## config.mk

```make
export PLATFORM = sky130hd
export DESIGN_NAME = gpx_port
export DESIGN_NICKNAME = d
export VERILOG_FILES = /design/src/design/gpx_pkg.sv /design/src/design/gpx_port.sv /design/src/design/gpx_sync.sv
export VERILOG_INCLUDE_DIRS = /design/src /design/src/design
export SDC_FILE = /design/constraint.sdc
export NUM_CORES = 1
export LEC_CHECK = 0
export BUFFER_PORTS_ARGS = -buffer_cell sky130_fd_sc_hd__buf_2
export CELL_PAD_IN_SITES_DETAIL_PLACEMENT = 0
export CELL_PAD_IN_SITES_GLOBAL_PLACEMENT = 2
export CORE_ASPECT_RATIO = 0.9
export CORE_UTILIZATION = 30
export CTS_CLUSTER_SIZE = 20
export DETAILED_ROUTE_END_ITERATION = 10
export PLACE_DENSITY_LB_ADDON = 0.1
export SLEW_MARGIN = 10
export SYNTH_ARGS = -nofsm -noshare
export SYNTH_HDL_FRONTEND = slang
export SYNTH_SLANG_ARGS = --single-unit
```

## constraint.sdc

```tcl
create_clock -name ref_clk -period 4.3 [get_ports ref_clk]
set_input_delay 0.215 -clock ref_clk [delete_from_list [all_inputs] [get_ports ref_clk]]
set_output_delay 0.215 -clock ref_clk [all_outputs]
set_load 0.05 [all_outputs]
```

## src/design/gpx_cfg.svh

```systemverilog
// register offsets, reset values and pin capability defaults of the gpio port
`ifndef GPX_CFG_SVH
`define GPX_CFG_SVH

// ==========================================================================
// register map (byte addresses, one aligned word each)
`define GPX_OFF_DATA 12'h000
`define GPX_OFF_DIR 12'h004
`define GPX_OFF_CFG 12'h008
`define GPX_OFF_SENSE 12'h00C
`define GPX_OFF_LEVEL 12'h010

// ==========================================================================
// reset values and bus constants
`define GPX_RST_PORT 8'h00
`define GPX_RST_SENSE 2'h0
`define GPX_RST_WORD 32'h0000_0000
`define GPX_HSIZE_WORD 3'h2

// ==========================================================================
// pin capability defaults: interrupt-capable and pull-up-capable pins
`define GPX_IRQ_PINS_DEF 8'h08
`define GPX_PULL_PINS_DEF 8'hF7

`endif

```

## src/design/gpx_pkg.sv

```systemverilog
// types shared by the gpio port design
package gpx_pkg;

  // ========================================================================
  // external interrupt sensitivity, in register encoding order
  typedef enum logic [1:0]
  {
    GPX_SENSE_LOW,
    GPX_SENSE_RISE,
    GPX_SENSE_FALL,
    GPX_SENSE_BOTH
  } gpx_sense_type;

endpackage

```

## src/design/gpx_port.sv

```systemverilog
// eight-pin gpio port with external interrupt and alternate functions
//
// Overview of operation
// - direction bit zero makes pin an input
// - input pin read returns present pin level
// - data write to input only updates latch
// - each interrupt input pin can request independently
// - sensitivity register selects triggering event type
// - pins qualified by sensitivity, then ORed together
// - pending latch unreadable, cleared on vector fetch
// - writing sensitivity cancels pending request
// - direction bit one selects output from latch
// - push-pull drives both levels, open-drain releases high
// - output option zero open-drain, one push-pull
// - input option zero floating, one pull-up/interrupt
// - claiming peripheral overrides direction and option for pin drive and pull-up
// - peripheral output forces output with its drive
// - input pin with alternate output reads that
// - output pin feeds latch to peripheral input
// - low-power modes keep port; interrupt wakes device
// - interrupt needs input-with-interrupt and mask inactive
`timescale 1ns/10ps
`default_nettype none

`include "gpx_cfg.svh"

module gpx_port
  import gpx_pkg::*;
#(
  parameter logic [7:0] IRQ_PINS = `GPX_IRQ_PINS_DEF,
  parameter logic [7:0] PULL_PINS = `GPX_PULL_PINS_DEF
)
(
  input wire logic ref_clk,
  input wire logic rst,
  input wire logic hsel,
  input wire logic [31:0] haddr,
  input wire logic [1:0] htrans,
  input wire logic hwrite,
  input wire logic [2:0] hsize,
  input wire logic [31:0] hwdata,
  input wire logic hready,
  output logic hreadyout,
  output logic hresp,
  output logic [31:0] hrdata,
  input wire logic [7:0] pinIn,
  output logic [7:0] pinOut,
  output logic [7:0] pinOe,
  output logic [7:0] pullUpEn,
  input wire logic [7:0] altEnable,
  input wire logic [7:0] altOutEn,
  input wire logic [7:0] altOut,
  input wire logic [7:0] altOpenDrain,
  output logic [7:0] altIn,
  input wire logic cpuIrqMask,
  input wire logic vectorFetch,
  output logic irqReq,
  output logic wakeReq
);

  // ========================================================================
  // elaboration checks
  generate
    if ((IRQ_PINS & PULL_PINS) != 8'h00)
    begin : g_chk
      $error("gpx_port: a pin cannot be both pull-up and interrupt capable");
    end
  endgenerate

  // ========================================================================
  // state
  logic [7:0] latch_reg;
  logic [7:0] dir_reg;
  logic [7:0] cfg_reg;
  gpx_sense_type sense_reg;
  logic pending_reg;
  logic pending_next;
  logic [7:0] prevPin_reg;
  logic [7:0] pinOut_reg;
  logic [7:0] pinOe_reg;
  logic [7:0] pullUp_reg;
  logic [7:0] altIn_reg;
  logic irqReq_reg;
  logic wakeReq_reg;
  logic [11:0] addr_reg;
  logic wrPend_reg;
  logic rdPend_reg;
  logic hreadyout_reg;
  logic hreadyout_next;
  logic [31:0] hrdata_reg;
  logic [7:0] pinSync;

  gpx_sync #(
    .WIDTH(8)
  ) u_sync (
    .ref_clk(ref_clk),
    .rst(rst),
    .asyncIn(pinIn),
    .syncOut(pinSync)
  );

  // ========================================================================
  // ahb-lite slave decode
  // reads take one wait state so that a write in the previous data phase is
  // always visible; writes complete with no wait state
  wire addrTake = hsel & hready & htrans[1];
  wire wrWord = hwrite & (hsize == `GPX_HSIZE_WORD);
  wire hitData = (addr_reg == `GPX_OFF_DATA);
  wire hitDir = (addr_reg == `GPX_OFF_DIR);
  wire hitCfg = (addr_reg == `GPX_OFF_CFG);
  wire hitSense = (addr_reg == `GPX_OFF_SENSE);
  wire hitLevel = (addr_reg == `GPX_OFF_LEVEL);
  wire wrData = wrPend_reg & hitData;
  wire wrDir = wrPend_reg & hitDir;
  wire wrCfg = wrPend_reg & hitCfg;
  wire wrSense = wrPend_reg & hitSense;

  assign hreadyout_next = ~(addrTake & ~hwrite);

  // ========================================================================
  // pin configuration
  wire [7:0] altOwns = altEnable & altOutEn;
  wire [7:0] outMode = dir_reg | altOwns;
  wire [7:0] driveVal = (altOwns & altOut) | (~altOwns & latch_reg);
  wire [7:0] openDrain = (altOwns & altOpenDrain) | (~altOwns & ~cfg_reg);
  // open-drain only ever pulls low; a one releases the pin
  wire [7:0] oeNext = outMode & (~openDrain | ~driveVal);
  wire [7:0] pullNext = ~outMode & cfg_reg & PULL_PINS;
  wire [7:0] altInNext = (dir_reg & latch_reg) | (~dir_reg & pinSync);

  // data register view: latch for outputs, peripheral output or pin otherwise
  wire [7:0] inputView = (altOwns & altOut) | (~altOwns & pinSync);
  wire [7:0] dataView = (dir_reg & latch_reg) | (~dir_reg & inputView);

  wire [31:0] rdWord = hitData ? {24'h000000, dataView} :
                       hitDir ? {24'h000000, dir_reg} :
                       hitCfg ? {24'h000000, cfg_reg} :
                       hitSense ? {30'h00000000, sense_reg} :
                       hitLevel ? {24'h000000, pinSync} :
                       `GPX_RST_WORD;

  // ========================================================================
  // external interrupt detection
  wire [7:0] riseEv = pinSync & ~prevPin_reg;
  wire [7:0] fallEv = ~pinSync & prevPin_reg;
  wire [7:0] senseHit = (sense_reg == GPX_SENSE_LOW) ? ~pinSync :
                        (sense_reg == GPX_SENSE_RISE) ? riseEv :
                        (sense_reg == GPX_SENSE_FALL) ? fallEv :
                        (riseEv | fallEv);
  wire [7:0] irqEnable = ~dir_reg & cfg_reg & IRQ_PINS;
  wire eventAny = |(senseHit & irqEnable);

  // a new event wins over a vector fetch or sensitivity write in the same cycle
  assign pending_next = eventAny | (pending_reg & ~vectorFetch & ~wrSense);

  // ========================================================================
  // bus registers
  always_ff @(posedge ref_clk)
  begin
    if (rst)
    begin
      addr_reg <= 12'h000;
      wrPend_reg <= 1'b0;
      rdPend_reg <= 1'b0;
      hreadyout_reg <= 1'b1;
      hrdata_reg <= `GPX_RST_WORD;
    end
    else
    begin
      if (addrTake)
      begin
        addr_reg <= haddr[11:0];
      end
      wrPend_reg <= addrTake & wrWord;
      rdPend_reg <= addrTake & ~hwrite;
      hreadyout_reg <= hreadyout_next;
      if (rdPend_reg)
      begin
        hrdata_reg <= rdWord;
      end
    end
  end

  // ========================================================================
  // port registers
  always_ff @(posedge ref_clk)
  begin
    if (rst)
    begin
      latch_reg <= `GPX_RST_PORT;
      dir_reg <= `GPX_RST_PORT;
      cfg_reg <= `GPX_RST_PORT;
      sense_reg <= gpx_sense_type'(`GPX_RST_SENSE);
    end
    else
    begin
      if (wrData)
      begin
        latch_reg <= hwdata[7:0];
      end
      if (wrDir)
      begin
        dir_reg <= hwdata[7:0];
      end
      if (wrCfg)
      begin
        cfg_reg <= hwdata[7:0];
      end
      if (wrSense)
      begin
        sense_reg <= gpx_sense_type'(hwdata[1:0]);
      end
    end
  end

  // ========================================================================
  // pin drivers and interrupt request
  // no low-power input reaches this logic: wait and halt leave pins as set
  always_ff @(posedge ref_clk)
  begin
    if (rst)
    begin
      pinOut_reg <= 8'h00;
      pinOe_reg <= 8'h00;
      pullUp_reg <= 8'h00;
      altIn_reg <= 8'h00;
      prevPin_reg <= 8'h00;
      pending_reg <= 1'b0;
      irqReq_reg <= 1'b0;
      wakeReq_reg <= 1'b0;
    end
    else
    begin
      pinOut_reg <= driveVal;
      pinOe_reg <= oeNext;
      pullUp_reg <= pullNext;
      altIn_reg <= altInNext;
      prevPin_reg <= pinSync;
      pending_reg <= pending_next;
      irqReq_reg <= pending_next & ~cpuIrqMask;
      wakeReq_reg <= pending_next;
    end
  end

  assign hreadyout = hreadyout_reg;
  assign hresp = 1'b0;
  assign hrdata = hrdata_reg;
  assign pinOut = pinOut_reg;
  assign pinOe = pinOe_reg;
  assign pullUpEn = pullUp_reg;
  assign altIn = altIn_reg;
  assign irqReq = irqReq_reg;
  assign wakeReq = wakeReq_reg;
endmodule
`default_nettype wire

```

## src/design/gpx_sync.sv

```systemverilog
// three-stage pin input synchroniser with agreement filter
`timescale 1ns/10ps
`default_nettype none

module gpx_sync
  import gpx_pkg::*;
#(
  parameter int WIDTH = 8
)
(
  input wire logic ref_clk,
  input wire logic rst,
  input wire logic [WIDTH-1:0] asyncIn,
  output logic [WIDTH-1:0] syncOut
);

  // ========================================================================
  // synchroniser stages
  logic [WIDTH-1:0] stage1Reg;
  logic [WIDTH-1:0] stage2Reg;
  logic [WIDTH-1:0] stage3Reg;
  logic [WIDTH-1:0] level_reg;
  logic [WIDTH-1:0] level_next;
  logic [WIDTH-1:0] agree;

  generate
    if (WIDTH < 1)
    begin : g_chk
      $error("gpx_sync: WIDTH must be at least 1");
    end
  endgenerate

  // a change only counts once stages two and three agree, so a sample caught
  // mid-transition never reaches the edge detector
  assign agree = ~(stage2Reg ^ stage3Reg);
  assign level_next = (agree & stage3Reg) | (~agree & level_reg);

  always_ff @(posedge ref_clk)
  begin
    if (rst)
    begin
      stage1Reg <= '0;
      stage2Reg <= '0;
      stage3Reg <= '0;
      level_reg <= '0;
    end
    else
    begin
      stage1Reg <= asyncIn;
      stage2Reg <= stage1Reg;
      stage3Reg <= stage2Reg;
      level_reg <= level_next;
    end
  end

  assign syncOut = level_reg;

endmodule
`default_nettype wire

```

==> results of run 1 <==
## area by class of cell
class	count	area (µm²)	share of cell area, %
Sequential cell	115	2300	38.1
Multi-Input combinational cell	344	2100	34.9
Timing Repair Buffer	136	798	13.2
Clock buffer	29	531	8.79
Tap cell	198	248	4.10
Inverter	10	37.5	0.622
Clock inverter	3	17.5	0.290
## routing by layer
| metal | track usage [%] | wire length [µm] |
|---|---|---|
| met5 | 0 | 0 |
| met4 | 7.54 | 203 |
| met3 | 4.65 | 554 |
| met2 | 23.4 | 5010 |
| met1 | 19.8 | 5730 |
## cells by family after synthesis
family	Yosys count	synth area share, %
multiplexers	27	6.12
AND/OR/NAND/NOR	194	23.2
other	1	0.0811
AO/OA/AOI/OAI	95	13.5
adder cells (fa/ha/maj)	2	0.541
buffers and inverters	56	6.71
flip-flops	115	49.8
## power groups by stage
| stage | sequential (mW) | clock [mW] | combinational, mW |
|---|---|---|---|
| global placement | 1.12 | 0 | 0.215 |
| global route | 1.10 | 1.38 | 0.248 |
| detailed placement | 1.12 | 0 | 0.216 |
| CTS | 1.10 | 1.33 | 0.231 |
| floorplan | 1.14 | 0 | 0.149 |
| finish | 1.10 | 1.30 | 0.228 |
## metrics by stage
step / cell area [µm²] / power [mW] / worst slack [ns] / cells
floorplan: 4720 / 1.29 / 2.79 / 515
global placement: 5270 / 1.34 / 2.13 / 781
detailed placement: 5270 / 1.34 / 2.12 / 781
CTS: 6040 / 2.66 / 2.09 / 835
global route: 6040 / 2.73 / 1.83 / 835
finish: 6040 / 2.63 / 2.10 / 835
## placed cells by master, fill, tap and decap left out, drive strengths merged, types with 12 or more instances in the layout
cell         instances
dfxtp              115
buf                114
nand2               46
a21oi               44
nor2                41
nor2b               29
clkbuf              29
nand2b              26
mux2i               26
conb                26
dlygate4sd3         22
a211oi              12
## worst max-delay path: stages (launching register included)
cell and delay [ns]:
dfxtp_1 0.92, nor4bb_1 0.35, nand4_2 0.43, mux2i_1 0.29, nor2_1 0.05
## worst paths after layout
path	startpoint	end	cells past startpoint
worst max-delay path	addr_reg[2]	dir_reg[6]	4
worst min-delay path	pinIn[7]	u_sync.stage1Reg[7]	2
worst max register to register	addr_reg[2]	dir_reg[6]	4
worst min register to register	u_sync.stage1Reg[2]	u_sync.stage2Reg[2]	1
==> results.toml, run 1 <==
[global_routing]
grt_max_degree = 76
overflow = 0
grt_pass1_vias = 3624
grt_usage_pct = 15.4
grt_first_pass_wirelength_um = 18500
antenna_found_initial = 0

[drt]
drt_iter0_markers = 142
drc = 0
antenna_left = 0
drtPass1Iterations = 4
vias = 3827
via_per_inst = 4.58
wl_per_cell_um = 13.8
routed_wl_um = 11500

[clock_network]
clk_pin_slew_ns = 0.05
cts_tree = "done"
clock_latency_ns = 0.43
cts_root_buf = "clkbuf_16"
clock_sinks = 115
ctsHoldBuffers = 22
cts_max_path_buffers = 2
numCtsBuffers = 17
post_cts_buffers = 0
htree_levels = 4
cts_resized = 0

[status]
outcome = "completed"

[power_and_ir_drop]
power_frac_clock_pct = 49.4
power_density_mw_per_mm2 = 435
seq_power_share_pct = 41.9
power_switching_uw = 639
swShare_pct = 24.3
p_comb_share_pct = 8.7
p_leak_nw = 2.63
vdd_ir_drop_max_v = 0.000268
p_int_mw = 1.99

[floorplan]
rows = 42
fp.dieArea_mm2 = 0.0159
initial_core_util_pct = 31.1
die_w_um = 133
core_area_mm2 = 0.0149
ioPinCount = 184
fp.dieH_um = 120

[worst_hold_path]
min-delay-path-class = "input port to flip-flop"

[timing]
skew_ns = 0.0156
rsz0062_at_grt = "no"
finalSetupViolCount = 0
holdWs_ns = 0.0134
fin_tns_setup_ns = 0
worst_pin_slew_ns = 0.915
period_share_pct = 51.2
slew_headroom_pct = 38.9
slew_viol_final = 0
max_freq_mhz = 455
hold_violations = 0
min_period_ns = 2.20

[yosys]
ys_top_cells_by_count = "dfxtp_1 (115), nand2_1 (46), a21oi_1 (44)"
synth_top_area_share_pct = 49.8
synth-edff-count = 0
synth-async-reset-ratio_pct = 0
yosysMostFrequentCell = "dfxtp_1"
yosysTopAreaCell = "dfxtp_1"
synth.area.top_cells = "dfxtp_1 (50%), mux2i_1 (5.6%), a21oi_1 (4.8%)"
syn_inst = 490
dominantRegCellSynth = "dfxtp_1"
avgSynthCellArea_um2 = 9.44
synth_cell_types = 41
ys_seq_elements = 115
synth_area_mm2 = 0.00462
yosysWarnings = 0
ys_seq_area_share_pct = 49.8

[layout]
post-route-util_pct = 40.6
final_nets = 742
fillCellCount = 1552
largest_reg_flops = 12
area_growth_pct = 30.6
drive_above_1_share_pct = 23.9
n_antenna_cell = 0

[setup_path]
arrival_ns = 2.47
r2r_slack_ns = 2.10
critPathMaxFanout = 25
required_ns = 4.57
critical_path_class = "flip-flop to flip-flop"
crit_path_end_kind = "flip-flop"
startpoint_type = "flip-flop"

[placed_design]
place.port_buffers = 112
hpwl_um = 7580
gp_congestion = 0.689

[flow_run]
max_cap_violations = 0
No activity file was read; power rests on OpenSTA's default activity.
==> run 2, diff against run 1 <==
--- a/config.mk
+++ b/config.mk
@@ -6,11 +6,12 @@
 export SDC_FILE = /design/constraint.sdc
 export NUM_CORES = 1
 export LEC_CHECK = 0
+export ABC_AREA = 1
 export BUFFER_PORTS_ARGS = -buffer_cell sky130_fd_sc_hd__buf_2
 export CELL_PAD_IN_SITES_DETAIL_PLACEMENT = 0
 export CELL_PAD_IN_SITES_GLOBAL_PLACEMENT = 2
 export CORE_ASPECT_RATIO = 0.9
-export CORE_UTILIZATION = 30
+export CORE_UTILIZATION = 23
 export CTS_CLUSTER_SIZE = 20
 export DETAILED_ROUTE_END_ITERATION = 10
 export PLACE_DENSITY_LB_ADDON = 0.1
==> constraint.sdc (replaced) <==
create_clock -name ref_clk -period 1.9 [get_ports ref_clk]
set_input_delay 0.095 -clock ref_clk [delete_from_list [all_inputs] [get_ports ref_clk]]
set_output_delay 0.095 -clock ref_clk [all_outputs]
set_load 0.05 [all_outputs]
==> run 2 against run 1 <==
Register-to-register slack got worse by 1.9 ns. Combinational power increased to 2.8 times the previous value. Synthesized area is 0.24% higher. Power increased by 140%. Setup slack got worse by 1.9 ns. Synthesized cell count rose by 22%. Largest cell class unchanged. Highest routed layer unchanged.
==> results.toml, run 2 <==
[global_routing]
met1_usage_pct = 17.8
antenna_found_initial = 0
grt_usage_pct = 13.6
grt_max_degree = 42
grt_first_pass_wirelength_um = 21000
grt_use_met3_pct = 4.00
busiest_layer = "met2"
grt_use_met2_pct = 21.6
grt_pass1_vias = 4034
overflow = 0

[timing]
period_share_pct = 87.9
slew_viol_final = 0
max_freq_mhz = 599
fin_tns_setup_ns = 0
finalSetupViolCount = 0
holdWs_ns = 0.00774
rsz0062_at_grt = "no"
hold_violations = 0
min_period_ns = 1.67
setup_ws_ns = 0.230
skew_ns = 0.00551

[setup_path]
crit_path_max_incr_delay_ns = 0.32
r2r_cells = 9
cp-startpoint = "addr_reg[11]"
cp_top_family = "simple AND/OR/NAND/NOR gates"
critPathMaxFanout = 11
slowest_stage = "nand2_1"
startpoint_type = "flip-flop"
crit_path_end_kind = "flip-flop"
critical_path_class = "flip-flop to flip-flop"
required_ns = 2.24
crit_top_cell = "nand2_1"
arrival_ns = 2.01
cp.depth = 9
r2r-start = "addr_reg[11]"
crit_chain = "nor2_1, nand2_1, nor2_4, nand2_1, nand3_1, nand2_1, nand2_1, nand2_1, a21oi_2"
cp_num_buf_inv = 0

[yosys]
synth_compound_area_share_pct = 18.5
yosysMostFrequentCell = "dfxtp_1"
dominantRegCellSynth = "dfxtp_1"
syn_inst = 598
synth-xor-area-share_pct = 0
muxShareOfSynthArea_pct = 0
synth-adder-area-share_pct = 0.540
synth_top_area_share_pct = 49.7
yosysWarnings = 0
synth_area_mm2 = 0.00463
avgSynthCellArea_um2 = 7.75
synth_top_family_by_area = "compound AO/OA/AOI/OAI gates"
ys_top_cells_by_count = "dfxtp_1 (115), inv_1 (89), nand2_1 (87)"
synth_cell_types = 32
yosysTopAreaCell = "dfxtp_1"
synth-async-reset-ratio_pct = 0
synth-edff-count = 0
ys_seq_area_share_pct = 49.7
ys_seq_elements = 115
synth.area.top_cells = "dfxtp_1 (50%), inv_1 (7.2%), nand2_1 (7.0%)"
synth_simple_gate_area_share_pct = 17.6

[clock_network]
htree_levels = 4
cts_tree = "done"
clock_sinks = 115
clk_pin_slew_ns = 0.05
post_cts_buffers = 0
clock_latency_ns = 0.41
cts_root_buf = "clkbuf_16"
cts_max_path_buffers = 2
numCtsBuffers = 17

[layout]
stdcell_area_mm2 = 0.00622
final_nets = 863
final_cell_mix = "dfxtp_1 (115), buf_2 (112), inv_1 (89), nand2_1 (87), nor2_1 (65)"
layout_commonest_cell = "dfxtp_1"
area_growth_pct = 34.3
largest_reg_flops = 12
drive_above_1_share_pct = 21.3
n_antenna_cell = 0

[placed_design]
place_ws_ns = 0.175
placed_area_mm2 = 0.00542
gp_congestion = 0.764
hpwl_um = 9450
place.port_buffers = 112

[floorplan]
ioPinCount = 184
core_area_mm2 = 0.0195
fp.dieArea_mm2 = 0.0207
rows = 48
fp.dieH_um = 137
die_w_um = 152
initial_core_util_pct = 23.8

[worst_hold_path]
hold_depth = 3
min-delay-path-class = "input port to flip-flop"
hp-start = "haddr[3]"

[status]
outcome = "completed"

[power_and_ir_drop]
p_leak_nw = 2.72
vdd_ir_drop_max_v = 0.000522
power_density_mw_per_mm2 = 995

[drt]
wl_per_cell_um = 13.2
drt_iter0_markers = 140
antenna_left = 0
vias = 4140
routed_wl_um = 13200
drtPass1Iterations = 5
via_per_inst = 4.12
drc = 0

[flow_run]
max_cap_violations = 0
[run 2: changes by cell type after synthesis, moves of 10 or more]
cell	delta
mux2i_1	-26
o21ai_0	+34
nand2b_1	-26
nand3_1	+11
a21oi_1	+18
nand2_1	+41
nor2_1	+24
o211ai_1	+10
nor2b_1	-29
inv_1	+79
[run 2: kinds of logic after synthesis]
kind of cell	Yosys count
compound gates	151
fa+ha+maj	2
buf+inv	136
flops	115
other cells	1
simple gates	193
[run 2: stage by stage]
step | power [mW] | std cells | util [%]
after floorplan | 2.99 | 623 | -
after global placement | 3.14 | 952 | 27.9
after detailed placement | 3.14 | 952 | 27.9
after CTS | 6.28 | 1005 | 32.0
after global routing | 6.47 | 1005 | 32.0
final | 6.19 | 1005 | 32.0
[run 2: final timing paths]
check | end | slack (ns)
max reg2reg | hrdata[1] | 0.23
max | hrdata[1] | 0.23
min | addr_reg[3] | 0.008
min reg2reg | u_sync.stage2Reg[4] | 0.40
[run 2: final cells by class]
| cell class | instances | area (µm²) |
|---|---|---|
| repair buffers | 148 | 903 |
| clock buffers | 23 | 478 |
| well taps | 250 | 313 |
| clock inverters | 6 | 80.1 |
| fillers | 2140 | 13200 |
| flip-flops and latches | 115 | 2300 |
| inverters | 91 | 347 |
| multi-input cells | 372 | 1800 |
[run 2: worst register-to-register path: stages, from the launching register on]
cell and delay [ns]:
dfxtp_1 0.31, nor2_1 0.11, nand2_1 0.12, nor2_4 0.28, nand2_1 0.32, nand3_1 0.18, nand2_1 0.06, nand2_1 0.06
nand2_1 0.06, a21oi_2 0.10
[run 2: layer usage]
metal,vias up,share of wire [%],routed length [µm]
met1,1846,48,6360
li1,2179,-,-
met2,107,46,6080
met3,8,5.0,661
met4,0,0.92,121
met5,-,0,0
[run 2: timing repair]
action / CTS / global route
hold buffers: 24 / 0
hold endpoints to repair: 25 / 0
setup endpoints to repair: 0 / 0
gates resized for setup: 0 / 0
[run 2: report_power, final]
part           switching (mW)  internal (mW)
sequential             0.0188           2.46
combinational           0.434          0.200
clock                    1.07           2.00
==> run 3, diff against run 2 <==
--- a/config.mk
+++ b/config.mk
@@ -11,11 +11,12 @@
 export CELL_PAD_IN_SITES_DETAIL_PLACEMENT = 0
 export CELL_PAD_IN_SITES_GLOBAL_PLACEMENT = 2
 export CORE_ASPECT_RATIO = 0.9
-export CORE_UTILIZATION = 23
+export CORE_UTILIZATION = 24
 export CTS_CLUSTER_SIZE = 20
 export DETAILED_ROUTE_END_ITERATION = 10
 export PLACE_DENSITY_LB_ADDON = 0.1
 export SLEW_MARGIN = 10
 export SYNTH_ARGS = -nofsm -noshare
 export SYNTH_HDL_FRONTEND = slang
+export SYNTH_HIERARCHICAL = 1
 export SYNTH_SLANG_ARGS = --single-unit
==> run 3 against run 2 <==
Final cell count rose by 1.6%. Highest routed layer unchanged. First-iteration DRC count rose by 64%. Largest cell class unchanged. Power fell by 2.4%. Sequential share of layout area fell by 0.53 points. Fmax rose by 7.1%. Cell area rose by 1.4%. Via count rose by 3.1%. Combinational power rose by 0.8%. Synthesized cell count rose by 1.7%. Core utilization rose by 0.87 points. Wire length rose by 2.0%.
==> results.toml, run 3 <==
[setup_path]
crit_path_max_incr_delay_ns = 0.30
crit_top_cell = "nand2_4"
startpoint_type = "flip-flop"
crit_chain = "inv_2, nand2_4, nor2_8, nand2_4, nor2_4, nand2_2, o21ai_0, a21oi_1"
cp_top_family = "simple AND/OR/NAND/NOR gates"
critical_path_class = "flip-flop to flip-flop"
cp_num_buf_inv = 1
crit_path_end_kind = "flip-flop"
slowest_stage = "dfxtp_1"
critPathMaxFanout = 16
arrival_ns = 1.84
required_ns = 2.18

[global_routing]
busiest_layer = "met2"
antenna_found_initial = 1
grt_usage_pct = 14.0
grt_pass1_vias = 3913
overflow = 0
grt_first_pass_wirelength_um = 21100
met1_usage_pct = 19.2
grt_max_degree = 47
grt_use_met3_pct = 3.95
grt_use_met2_pct = 21.2

[status]
outcome = "completed"

[placed_design]
place_ws_ns = 0.338
hpwl_um = 9360
place.port_buffers = 112
dp_cells = 963
gp_congestion = 0.746

[yosys]
avgSynthCellArea_um2 = 7.76
yosysWarnings = 6
yosysMostFrequentCell = "dfxtp_1"
ys_seq_elements = 115
synth_area_mm2 = 0.00472
ys_top_cells_by_count = "dfxtp_1 (115), nand2_1 (99), inv_1 (79)"
dominantRegCellSynth = "dfxtp_1"
synth_top_area_share_pct = 48.8
synth-edff-count = 0
synth_cell_types = 38
synth-async-reset-ratio_pct = 0
ys_seq_area_share_pct = 48.8
yosysTopAreaCell = "dfxtp_1"
syn_inst = 608
synth.area.top_cells = "dfxtp_1 (49%), nand2_1 (7.9%), inv_1 (6.3%)"

[floorplan]
rows = 48
fp.dieH_um = 135
ioPinCount = 184
initial_core_util_pct = 24.6
fp.dieArea_mm2 = 0.0202
core_area_mm2 = 0.0192
die_w_um = 150

[layout]
fillCellCount = 2096
final_nets = 878
area_growth_pct = 33.7
n_antenna_cell = 0
seq_area_mm2 = 0.00230
instances_no_fill = 1021
multiInputGateArea_mm2 = 0.00188
largest_reg_flops = 12
final_cell_mix = "dfxtp_1 (115), buf_2 (112), nand2_1 (99), inv_1 (79), nor2_1 (71)"
post-route-util_pct = 32.8
drive_above_1_share_pct = 23.0
layout_commonest_cell = "dfxtp_1"

[timing]
setup_ws_ns = 0.341
finalSetupViolCount = 0
rsz0062_at_grt = "no"
max_freq_mhz = 641
min_period_ns = 1.56
fin_tns_setup_ns = 0
hold_violations = 0
slew_viol_final = 0
period_share_pct = 82.1
skew_ns = 0.00437

[clock_network]
clk_pin_slew_ns = 0.05
cts_max_path_buffers = 2
clock_latency_ns = 0.41
numCtsBuffers = 17
cts_tree = "done"
cts_root_buf = "clkbuf_16"
clock_sinks = 115
post_cts_buffers = 0
htree_levels = 4

[drt]
routed_wl_um = 13500
drtPass1Iterations = 5
via_per_inst = 4.18
wl_per_cell_um = 13.2
antenna_left = 0
vias = 4270
drt_iter0_markers = 230
drc = 0

[power_and_ir_drop]
p_leak_nw = 2.79
vdd_ir_drop_max_v = 0.000600
power_density_mw_per_mm2 = 957

[worst_hold_path]
min-delay-path-class = "input port to flip-flop"

[flow_run]
max_cap_violations = 0
run 3: kinds of logic (layout without fill, tap and decap cells):
kind of cell / Yosys count / count (layout) / synth area share [%]
adder cells (fa/ha/maj): 2 / 2 / 0.530
AO/OA/AOI/OAI: 144 / 144 / 17.0
other: 1 / 26 / 0.0795
flip-flops: 115 / 115 / 48.8
buffers and inverters: 132 / 270 / 13.4
AND/OR/NAND/NOR: 214 / 214 / 20.2
run 3: worst min-delay path, stage by stage:
cell and delay (ns):
buf_2 0.11, o21ai_0 0.08, a21oi_1 0.10
run 3: power by group:
| part | leakage [nW] | total (mW) | switching (mW) | internal [mW] |
|---|---|---|---|---|
| registers | 0.933 | 2.48 | 0.0222 | 2.46 |
| logic | 1.59 | 0.639 | 0.434 | 0.205 |
| clock network | 0.268 | 2.92 | 1.07 | 1.85 |
| total | 2.79 | 6.04 | 1.52 | 4.52 |
run 3: layout make-up:
class                   instances  area share (%)
flip-flops and latches        115            36.5
clock inverters                 4           0.357
inverters                      89            5.39
repair buffers                151            14.8
well taps                     250            4.96
clock buffers                  26            8.23
multi-input cells             386            29.8
run 3: timing repair:
item	CTS	global route
hold buffers	28	0
endpoints found under the hold margin	29	0
resized for setup	0	0
run 3: metrics by stage:
stage               power (mW)  hold slack [ns]  area (µm²)
global placement          3.13            0.254        5490
CTS                       6.15          0.00179        6310
floorplan                 2.99            0.167        4810
detailed placement        3.13            0.257        5490
global route              6.34           0.0342        6310
finish                    6.04           0.0199        6310
run 3: path summary, 6_finish.rpt:
kind	from	end	slack, ns	cells past startpoint
worst max-delay path	addr_reg[8]	latch_reg[3]	0.34	8
worst min-delay path	hwdata[3]	dir_reg[3]	0.02	3
worst min register to register	u_sync/stage1Reg[3]	u_sync/stage2Reg[3]	0.40	2
worst max register to register	addr_reg[8]	latch_reg[3]	0.34	8
run 3: routing by layer:
metal  vias to the layer above  share of wire [%]
met5                         -                  0
met3                         9                5.8
met4                         0               0.88
met2                       121                 44
met1                      1923                 50
li1                       2217                  -
